### config.mk
export PLATFORM = sky130hd
export DESIGN_NAME = aqss_top
export DESIGN_NICKNAME = d
export VERILOG_FILES = /design/src/rtl/aqss_pkg.sv /design/src/rtl/aqss_top.sv
export VERILOG_INCLUDE_DIRS = /design/src /design/src/rtl
export SDC_FILE = /design/constraint.sdc
export NUM_CORES = 1
export LEC_CHECK = 0
export BUFFER_PORTS_ARGS = -buffer_cell sky130_fd_sc_hd__buf_2
export CAP_MARGIN = 10
export CORE_AREA = 2 2 275 277
export DETAILED_ROUTE_END_ITERATION = 6
export DIE_AREA = 0 0 277 279
export GPL_TIMING_DRIVEN = 0
export PLACE_DENSITY_LB_ADDON = 0.25
export SYNTH_ARGS = -nofsm -noshare
export SYNTH_HDL_FRONTEND = slang
export SYNTH_SLANG_ARGS = --single-unit
### constraint.sdc
create_clock -name sys_clk -period 7.4 [get_ports sys_clk]
set_input_delay 2.22 -clock sys_clk [delete_from_list [all_inputs] [get_ports sys_clk]]
set_output_delay 2.22 -clock sys_clk [all_outputs]
set_load 0.1 [all_outputs]
### src/rtl/aqss_params.svh
// Constants of the queue scan sequencer: offsets, field positions, resets.
// Assumes inclusion by the sequencer top module and its bench only.
`ifndef AQSS_PARAMS_SVH
`define AQSS_PARAMS_SVH

`define AQSS_ADR_CTRL      8'h00
`define AQSS_ADR_STAT      8'h04
`define AQSS_ADR_PTR       8'h08
`define AQSS_RGN_REG       2'h0
`define AQSS_RGN_CCW       2'h1
`define AQSS_RGN_RES       2'h2

`define AQSS_CTRL_MODE_LSB 0
`define AQSS_CTRL_SSE_BIT  2
`define AQSS_CTRL_IE_BIT   3
`define AQSS_CTRL_BQ2_LSB  8
`define AQSS_STAT_CF_BIT   0
`define AQSS_STAT_TOR_BIT  1
`define AQSS_STAT_PF_BIT   2
`define AQSS_STAT_QS_LSB   4
`define AQSS_PTR_CWP_LSB   0
`define AQSS_PTR_Q1D_LSB   8
`define AQSS_PTR_Q2D_LSB   16
`define AQSS_CCW_PAUSE_BIT 6

`define AQSS_EOQ_CHAN      6'h3F
`define AQSS_LAST_ENTRY    6'h3F
`define AQSS_FIRST_ENTRY   6'h00
`define AQSS_BQ2_RST       6'h3F
`define AQSS_QS_OFF        4'h0
`define AQSS_QS_PAUSED     4'h4
`define AQSS_QS_ACTIVE     4'h8

`endif

### src/rtl/aqss_pkg.sv
// Types of the queue scan sequencer.
// Assumes the constants header sits beside it.
package aqss_pkg;

    typedef enum logic [1:0] {MODE_OFF, MODE_EDGE, MODE_GSINGLE, MODE_GCONT} aqss_mode_e;

    typedef enum logic [2:0] {ST_OFF, ST_ARM, ST_ISSUE, ST_CONV, ST_PAUSE} aqss_state_e;

    typedef struct packed {
        logic       pause;
        logic [5:0] chan;
    } aqss_ccw_s;

    typedef struct packed {
        logic       start;
        logic [5:0] chan;
    } aqss_conv_req_s;

    typedef struct packed {
        aqss_state_e    st;
        aqss_mode_e     mode;
        logic           single_scan_enable;
        logic           ie;
        logic [5:0]     bq2;
        logic [5:0]     command_word_pointer;
        logic [5:0]     q1d;
        logic           cf;
        logic           tor;
        logic           pf;
        logic           second;
        logic           eoq;
        logic           sync1;
        logic           sync2;
        logic           trig_d;
        logic           ack;
        logic [31:0]    dat;
        aqss_conv_req_s req;
        logic           irq;
    } aqss_state_s;

endpackage

### src/rtl/aqss_top.sv
// Queue one scan sequencer with a classic Wishbone register slave.
// Assumes an analog converter on sys_clk that answers each start pulse
// with one conv_eoc pulse carrying conv_result; ext_trig is asynchronous.
//
// The Wishbone interface to the registers and the register offsets are this design's own decisions.
`timescale 1ns/10ps
`default_nettype none
`include "aqss_params.svh"

module aqss_top
    import aqss_pkg::*;
(
    input  wire logic            sys_clk,
    input  wire logic            rst,
    input  wire logic            wb_cyc_i,
    input  wire logic            wb_stb_i,
    input  wire logic            wb_we_i,
    input  wire logic [3:0]      wb_sel_i,
    input  wire logic [9:0]      wb_adr_i,
    input  wire logic [31:0]     wb_dat_i,
    output logic      [31:0]     wb_dat_o,
    output logic                 wb_ack_o,
    input  wire logic            ext_trig,
    input  wire logic            conv_eoc,
    input  wire logic [9:0]      conv_result,
    output aqss_conv_req_s       conv_req,
    output logic                 q1_irq
);

    // ----------------------------------------------------------------
    // State and tables
    // ----------------------------------------------------------------
    aqss_state_s s_r;
    aqss_state_s s_nxt;
    aqss_ccw_s   ccw_mem [64];
    logic [9:0]  res_mem [64];

    logic        acc;
    logic        wr;
    logic        wr_ctrl;
    logic        wr_stat;
    logic        rise;
    logic        gate;
    logic        gated;
    logic        end_here;
    logic        cf_set;
    logic        tor_set;
    logic        res_we;
    logic [3:0]  qs;
    logic [31:0] rd_val;
    aqss_ccw_s   cur;

    assign acc     = wb_cyc_i & wb_stb_i & ~s_r.ack;
    assign wr      = acc & wb_we_i;
    assign wr_ctrl = wr & (wb_adr_i[9:8] == `AQSS_RGN_REG)
                   & (wb_adr_i[7:0] == `AQSS_ADR_CTRL) & wb_sel_i[0];
    assign wr_stat = wr & (wb_adr_i[9:8] == `AQSS_RGN_REG)
                   & (wb_adr_i[7:0] == `AQSS_ADR_STAT) & wb_sel_i[0];
    assign rise    = s_r.sync2 & ~s_r.trig_d;
    assign gate    = s_r.sync2;
    assign gated   = (s_r.mode == MODE_GSINGLE) | (s_r.mode == MODE_GCONT);
    assign cur     = ccw_mem[s_r.command_word_pointer];
    // Any of the three ends of queue one
    assign end_here = s_r.eoq | (cur.chan == `AQSS_EOQ_CHAN) | (s_r.command_word_pointer == s_r.bq2);

    // Queue two never runs here, so only queue one shapes the field
    always_comb
    begin
        if (s_r.mode == MODE_OFF)
            qs = `AQSS_QS_OFF;
        else if (s_r.st == ST_PAUSE)
            qs = `AQSS_QS_PAUSED;
        else
            qs = `AQSS_QS_ACTIVE;
    end

    // ----------------------------------------------------------------
    // Register read mux
    // ----------------------------------------------------------------
    always_comb
    begin
        rd_val = 32'h0000_0000;
        unique case (wb_adr_i[9:8])
            `AQSS_RGN_REG:
            begin
                if (wb_adr_i[7:0] == `AQSS_ADR_CTRL)
                begin
                    rd_val[`AQSS_CTRL_MODE_LSB +: 2] = s_r.mode;
                    rd_val[`AQSS_CTRL_SSE_BIT]      = s_r.single_scan_enable;
                    rd_val[`AQSS_CTRL_IE_BIT]       = s_r.ie;
                    rd_val[`AQSS_CTRL_BQ2_LSB +: 6] = s_r.bq2;
                end
                else if (wb_adr_i[7:0] == `AQSS_ADR_STAT)
                begin
                    rd_val[`AQSS_STAT_CF_BIT]      = s_r.cf;
                    rd_val[`AQSS_STAT_TOR_BIT]     = s_r.tor;
                    rd_val[`AQSS_STAT_PF_BIT]      = s_r.pf;
                    rd_val[`AQSS_STAT_QS_LSB +: 4] = qs;
                end
                else if (wb_adr_i[7:0] == `AQSS_ADR_PTR)
                begin
                    rd_val[`AQSS_PTR_CWP_LSB +: 6] = s_r.command_word_pointer;
                    rd_val[`AQSS_PTR_Q1D_LSB +: 6] = s_r.q1d;
                    // Queue two is inactive, so its pointer rests on the main one
                    rd_val[`AQSS_PTR_Q2D_LSB +: 6] = s_r.command_word_pointer;
                end
            end
            `AQSS_RGN_CCW: rd_val[6:0] = ccw_mem[wb_adr_i[7:2]];
            `AQSS_RGN_RES: rd_val[9:0] = res_mem[wb_adr_i[7:2]];
            default:       rd_val = 32'h0000_0000;
        endcase
    end

    // ----------------------------------------------------------------
    // Next state
    // ----------------------------------------------------------------
    always_comb
    begin
        s_nxt           = s_r;
        s_nxt.sync1     = ext_trig;
        s_nxt.sync2     = s_r.sync1;
        s_nxt.trig_d    = s_r.sync2;
        s_nxt.ack       = acc;
        s_nxt.req.start = 1'b0;
        cf_set          = 1'b0;
        tor_set         = 1'b0;
        res_we          = 1'b0;
        if (acc)
            s_nxt.dat = rd_val;

        unique case (s_r.st)
            ST_OFF:
            begin
                // Nothing moves while the queue is disabled
            end
            ST_ARM:
            begin
                if ((s_r.mode == MODE_EDGE) & rise)
                    s_nxt.st = ST_ISSUE;
                else if (gated & gate & ((s_r.mode == MODE_GCONT) | s_r.single_scan_enable))
                    s_nxt.st = ST_ISSUE;
            end
            ST_ISSUE:
            begin
                if (gated & ~gate)
                begin
                    s_nxt.command_word_pointer    = `AQSS_FIRST_ENTRY;
                    s_nxt.q1d    = `AQSS_FIRST_ENTRY;
                    s_nxt.second = 1'b0;
                    s_nxt.st     = ST_ARM;
                end
                else if (end_here)
                begin
                    cf_set      = 1'b1;
                    s_nxt.eoq   = 1'b0;
                    s_nxt.command_word_pointer   = `AQSS_FIRST_ENTRY;
                    s_nxt.q1d   = `AQSS_FIRST_ENTRY;
                    s_nxt.st    = ST_ARM;
                    if (s_r.mode == MODE_GSINGLE)
                        s_nxt.single_scan_enable = 1'b0;
                    if (s_r.mode == MODE_GCONT)
                    begin
                        tor_set      = s_r.second;
                        s_nxt.second = 1'b1;
                        s_nxt.st     = ST_ISSUE;
                    end
                end
                else
                begin
                    s_nxt.req.start = 1'b1;
                    s_nxt.req.chan  = cur.chan;
                    s_nxt.st        = ST_CONV;
                end
            end
            ST_CONV:
            begin
                if (conv_eoc)
                begin
                    res_we    = 1'b1;
                    s_nxt.q1d = s_r.command_word_pointer;
                    if (gated & ~gate)
                    begin
                        // Conversion was let run to its end, now idle
                        s_nxt.command_word_pointer    = `AQSS_FIRST_ENTRY;
                        s_nxt.q1d    = `AQSS_FIRST_ENTRY;
                        s_nxt.second = 1'b0;
                        s_nxt.st     = ST_ARM;
                    end
                    else if ((s_r.mode == MODE_EDGE) & cur.pause)
                    begin
                        s_nxt.pf = 1'b1;
                        s_nxt.st = ST_PAUSE;
                    end
                    else
                    begin
                        s_nxt.command_word_pointer = s_r.command_word_pointer + 6'h01;
                        s_nxt.eoq = (s_r.command_word_pointer == `AQSS_LAST_ENTRY);
                        s_nxt.st  = ST_ISSUE;
                    end
                end
            end
            ST_PAUSE:
            begin
                if (rise)
                begin
                    s_nxt.pf  = 1'b0;
                    s_nxt.command_word_pointer = s_r.command_word_pointer + 6'h01;
                    s_nxt.eoq = (s_r.command_word_pointer == `AQSS_LAST_ENTRY);
                    s_nxt.st  = ST_ISSUE;
                end
            end
            default: s_nxt.st = ST_OFF;
        endcase

        // A mode write aborts the queue, rewinds it to its start and rearms it unless the new mode is off
        if (wr_ctrl)
        begin
            s_nxt.mode   = aqss_mode_e'(wb_dat_i[`AQSS_CTRL_MODE_LSB +: 2]);
            s_nxt.single_scan_enable    = wb_dat_i[`AQSS_CTRL_SSE_BIT];
            s_nxt.ie     = wb_dat_i[`AQSS_CTRL_IE_BIT];
            s_nxt.command_word_pointer    = `AQSS_FIRST_ENTRY;
            s_nxt.q1d    = `AQSS_FIRST_ENTRY;
            s_nxt.pf     = 1'b0;
            s_nxt.eoq    = 1'b0;
            s_nxt.second = 1'b0;
            s_nxt.st     = (s_nxt.mode == MODE_OFF) ? ST_OFF : ST_ARM;
            if (wb_sel_i[1])
                s_nxt.bq2 = wb_dat_i[`AQSS_CTRL_BQ2_LSB +: 6];
        end

        // Sticky flags: a hardware set beats a same-cycle clear
        s_nxt.cf  = cf_set | (s_r.cf & ~(wr_stat & wb_dat_i[`AQSS_STAT_CF_BIT]));
        s_nxt.tor = tor_set | (s_r.tor & ~(wr_stat & wb_dat_i[`AQSS_STAT_TOR_BIT]));
        s_nxt.irq = s_nxt.cf & s_nxt.ie;
    end

    // ----------------------------------------------------------------
    // Registers and tables
    // ----------------------------------------------------------------
    always_ff @(posedge sys_clk)
    begin
        if (rst)
        begin
            s_r      <= '0;
            s_r.st   <= ST_OFF;
            s_r.mode <= MODE_OFF;
            s_r.bq2  <= `AQSS_BQ2_RST;
        end
        else
        begin
            s_r <= s_nxt;
        end
    end

    always_ff @(posedge sys_clk)
    begin
        if (wr & (wb_adr_i[9:8] == `AQSS_RGN_CCW) & wb_sel_i[0])
            ccw_mem[wb_adr_i[7:2]] <= aqss_ccw_s'(wb_dat_i[6:0]);
        // Hardware result write wins over a software write in the same cycle
        if (res_we)
            res_mem[s_r.command_word_pointer] <= conv_result;
        else if (wr & (wb_adr_i[9:8] == `AQSS_RGN_RES) & (wb_sel_i[1:0] == 2'h3))
            res_mem[wb_adr_i[7:2]] <= wb_dat_i[9:0];
    end

    assign wb_dat_o = s_r.dat;
    assign wb_ack_o = s_r.ack;
    assign conv_req = s_r.req;
    assign q1_irq   = s_r.irq;
endmodule

`default_nettype wire

==> impl_metrics.toml <==
[timing]
period_share = 1.03
worst_hold_slack_ns = 0.452
hold_violations = 0
timing.final.ws_setup_ns = -0.243
setup_viol = 88
fin_worst_skew_ns = 0.0491
slew_headroom = 0.0413
rsz0062_at_grt = "false"
period_minus_slack_ns = 7.64
fmax_ghz = 0.131
slew_violations = 0
worst_pin_slew_ns = 1.44

[pwr]
powerDensity_nw_per_um2 = 251
pwr-share-seq = 0.516
netSwitchingPower_mw = 3.18
finalPower_mw = 13.9
p_int_mw = 10.7
sw_frac_of_total = 0.229
clkPwrFrac = 0.427
comb_power_share = 0.058
p_leak_nw = 17.6
peakVddDrop_mv = 0.239

[synthesis]
yosys.area_share.adder = 0.000253
synth_warnings = 0
synth.area.top_cells = "edfxtp_1 (66%), mux4_2 (20%), dfxtp_1 (2.8%)"
syn-cell-area_um2 = 49500
synthSimpleGateAreaFrac = 0.0378
synth_cell_types = 76
yosys-mux-area-fraction = 0.225
synth_top_area_frac = 0.660
synth_edf_count = 1088
synth-seq-cells = 1156
syn_avg_cell_area_um2 = 19.6
yosys.area.top_type = "edfxtp_1"
synth_top_flop_cell = "edfxtp_1"
seq_area_frac_synth = 0.688
synth_compound_area_frac = 0.0243
synth_xor_area_frac = 0.00106
synth_top_family_by_area = "multiplexers"
synthArstFlopShare = 0
synthCells = 2522

[detailed_routing]
vias = 30500
wl_per_cell_um = 44.3
vias_per_cell = 7.98
ant_nets = 0
drc = 92
drtIter0Drc = 5966
drt-pass1-iter-count = 7
totalWireLength_mm = 169

[place]
placed_cell_area_um2 = 51300
post-place-ws_ns = -0.446
place.gp.congestion = 0.977
dp.final_hpwl_mm = 107
dp_cells = 3579
io_buffers = 65

[clock_network]
cts_tree = "done"
clkLatencyLatePin_ns = 0.74
ctsResizeCount = 0
cts_hold_buf = 0
postCtsSetupBuffers = 0
path_clk_slew_ns = 0.06
ctsRootBufferMaster = "clkbuf_16"
cts_buffers = 111
cts_sinks = 1156
cts_max_path_buffers = 3
htreeDepth = 3

[setup_path]
crit_top_cell = "clkbuf_1"
path_cells = "buf_2 -> clkbuf_1 -> buf_8 -> clkbuf_1 -> buf_2 -> clkbuf_1 -> nand3_1 -> o21ai_0 -> nand3_1 -> nor2_1"
crit_path_end_kind = "register"
critPathMaxStageDelay_ns = 1.19
required_ns = 7.74
critical_path_class = "primary input to register"
critPathMaxFanout = 10
crit_slowest_cell = "nor2_1"
cp.arrival_ns = 7.98
startpoint_type = "primary input"

[final_layout]
instances_no_fill = 3818
fin_nets = 2821
layout_common_cells = "edfxtp_1 (1088), mux4_2 (442), nor2_1 (179)"
post_route_cells_drive_above_1_share = 0.304
post-route-cell-area_um2 = 55400
final_common_cell = "edfxtp_1"
syn2layout_area_growth_pct = 11.9

[die]
start_util = 0.668
core_area_um2 = 74100
die_area_um2 = 77300
die_h_um = 279
dieWidth_um = 277
placementRows = 100
ios = 104

[grt]
antenna_found_initial = 7
grt_overflow = 0
grt_pass1_wl_mm = 231
grt.total_usage = 0.443
grt_max_degree = 69
grt_pass1_vias = 29800

[status]
violations = "DRC, setup timing"
outcome = "complete, but fails checks"

[min_path]
hp-class = "register to register"

[flow_run]
drv_cap = 0
-- layer usage --
| layer | wire, um | share of wire | track usage | vias up |
|---|---|---|---|---|
| met5 | 175 | 0.0010 | 0.0125 | - |
| met1 | 51100 | 0.30 | 0.542 | 15300 |
| met2 | 76500 | 0.45 | 0.662 | 3332 |
| met4 | 16300 | 0.096 | 0.341 | 12 |
| met3 | 25200 | 0.15 | 0.145 | 854 |
| li1 | - | - | - | 10900 |
-- area by class of cell --
class	instances	area (um2)
diodes	4	10.0
plain buffers	205	1150
clock buffers	137	2940
clock inverters	64	764
fillers	4070	18700
inverters	13	50.0
multi-input cells	1159	14300
flip-flops and latches	1156	34000
well taps	969	1210
repair buffers	111	921
-- per-stage QoR --
step,utilization,setup TNS [ns]
detailed placement,0.692,-64.60
global route,0.748,0
CTS,0.742,0
floorplan,-,0
global placement,0.689,-1041.59
finish,0.748,-7.49
-- logic make-up (layout without fill, tap and decap cells) --
family                   count (synthesis)  in the layout
flip-flops                            1156           1156
AO/OA/AOI/OAI                          176            176
buffers and inverters                  218            530
multiplexers                           549            549
other                                    1             16
adder cells (fa/ha/maj)                  1              1
XOR/XNOR                                 6              6
AND/OR/NAND/NOR                        415            415
-- flip-flops by register name (all words and copies together) (netlist names), named ones only --
name,cells
wb_dat_o,20
s_r,31
res_mem,640
conv_req,7
q1_irq,1
wb_ack_o,1
s_nxt,1
gate,1
ccw_mem,448
-- cells in the mapped netlist (5+ instances only) --
| library cell | count |
|---|---|
| and3_1 | 8 |
| buf_2 | 48 |
| nor2b_1 | 18 |
| mux2_2 | 22 |
| dfxtp_1 | 68 |
| buf_4 | 48 |
| a221oi_1 | 6 |
| o31ai_1 | 6 |
| nand2_1 | 89 |
| and2_1 | 9 |
| a31oi_1 | 7 |
| nor4_1 | 6 |
| o221ai_1 | 7 |
| nor3_1 | 10 |
| nand2b_1 | 14 |
| nand3b_1 | 6 |
| nor2_1 | 180 |
| buf_6 | 10 |
| inv_1 | 11 |
| buf_8 | 5 |
| a21oi_1 | 32 |
| clkbuf_1 | 75 |
| edfxtp_1 | 1088 |
| a211oi_1 | 13 |
| mux2i_1 | 81 |
| buf_1 | 19 |
| o22ai_1 | 16 |
| nand3_1 | 55 |
| o21ai_0 | 32 |
| mux4_2 | 442 |
| a22oi_1 | 12 |
-- power by group through the flow --
stage | combinational [mW] | sequential [mW] | clock, mW
2_1_floorplan | 0.421 | 7.30 | 0
3_3_place_gp | 0.711 | 7.30 | 0
3_5_place_dp | 0.734 | 7.30 | 0
4_1_cts | 0.746 | 7.16 | 5.84
5_1_grt | 0.800 | 7.15 | 6.08
6_report | 0.803 | 7.16 | 5.92
-- final timing paths --
kind | startpoint | endpoint | slack (ns) | cells after the start
min reg2reg | s_nxt[42] | gate | 0.45 | 1
max | wb_adr_i[4] | res_mem[31][7] | -0.24 | 10
max reg2reg | register | conv_req[3] | 2.28 | 12
min | s_nxt[42] | gate | 0.45 | 1
-- critical path, delay by kind of cell --
kind | cells | cell delay [ns]
AO/OA/AOI/OAI | 1 | 0.44
buffers and inverters | 6 | 3.37
AND/OR/NAND/NOR | 3 | 1.92
(Power assumes the default switching activity.)
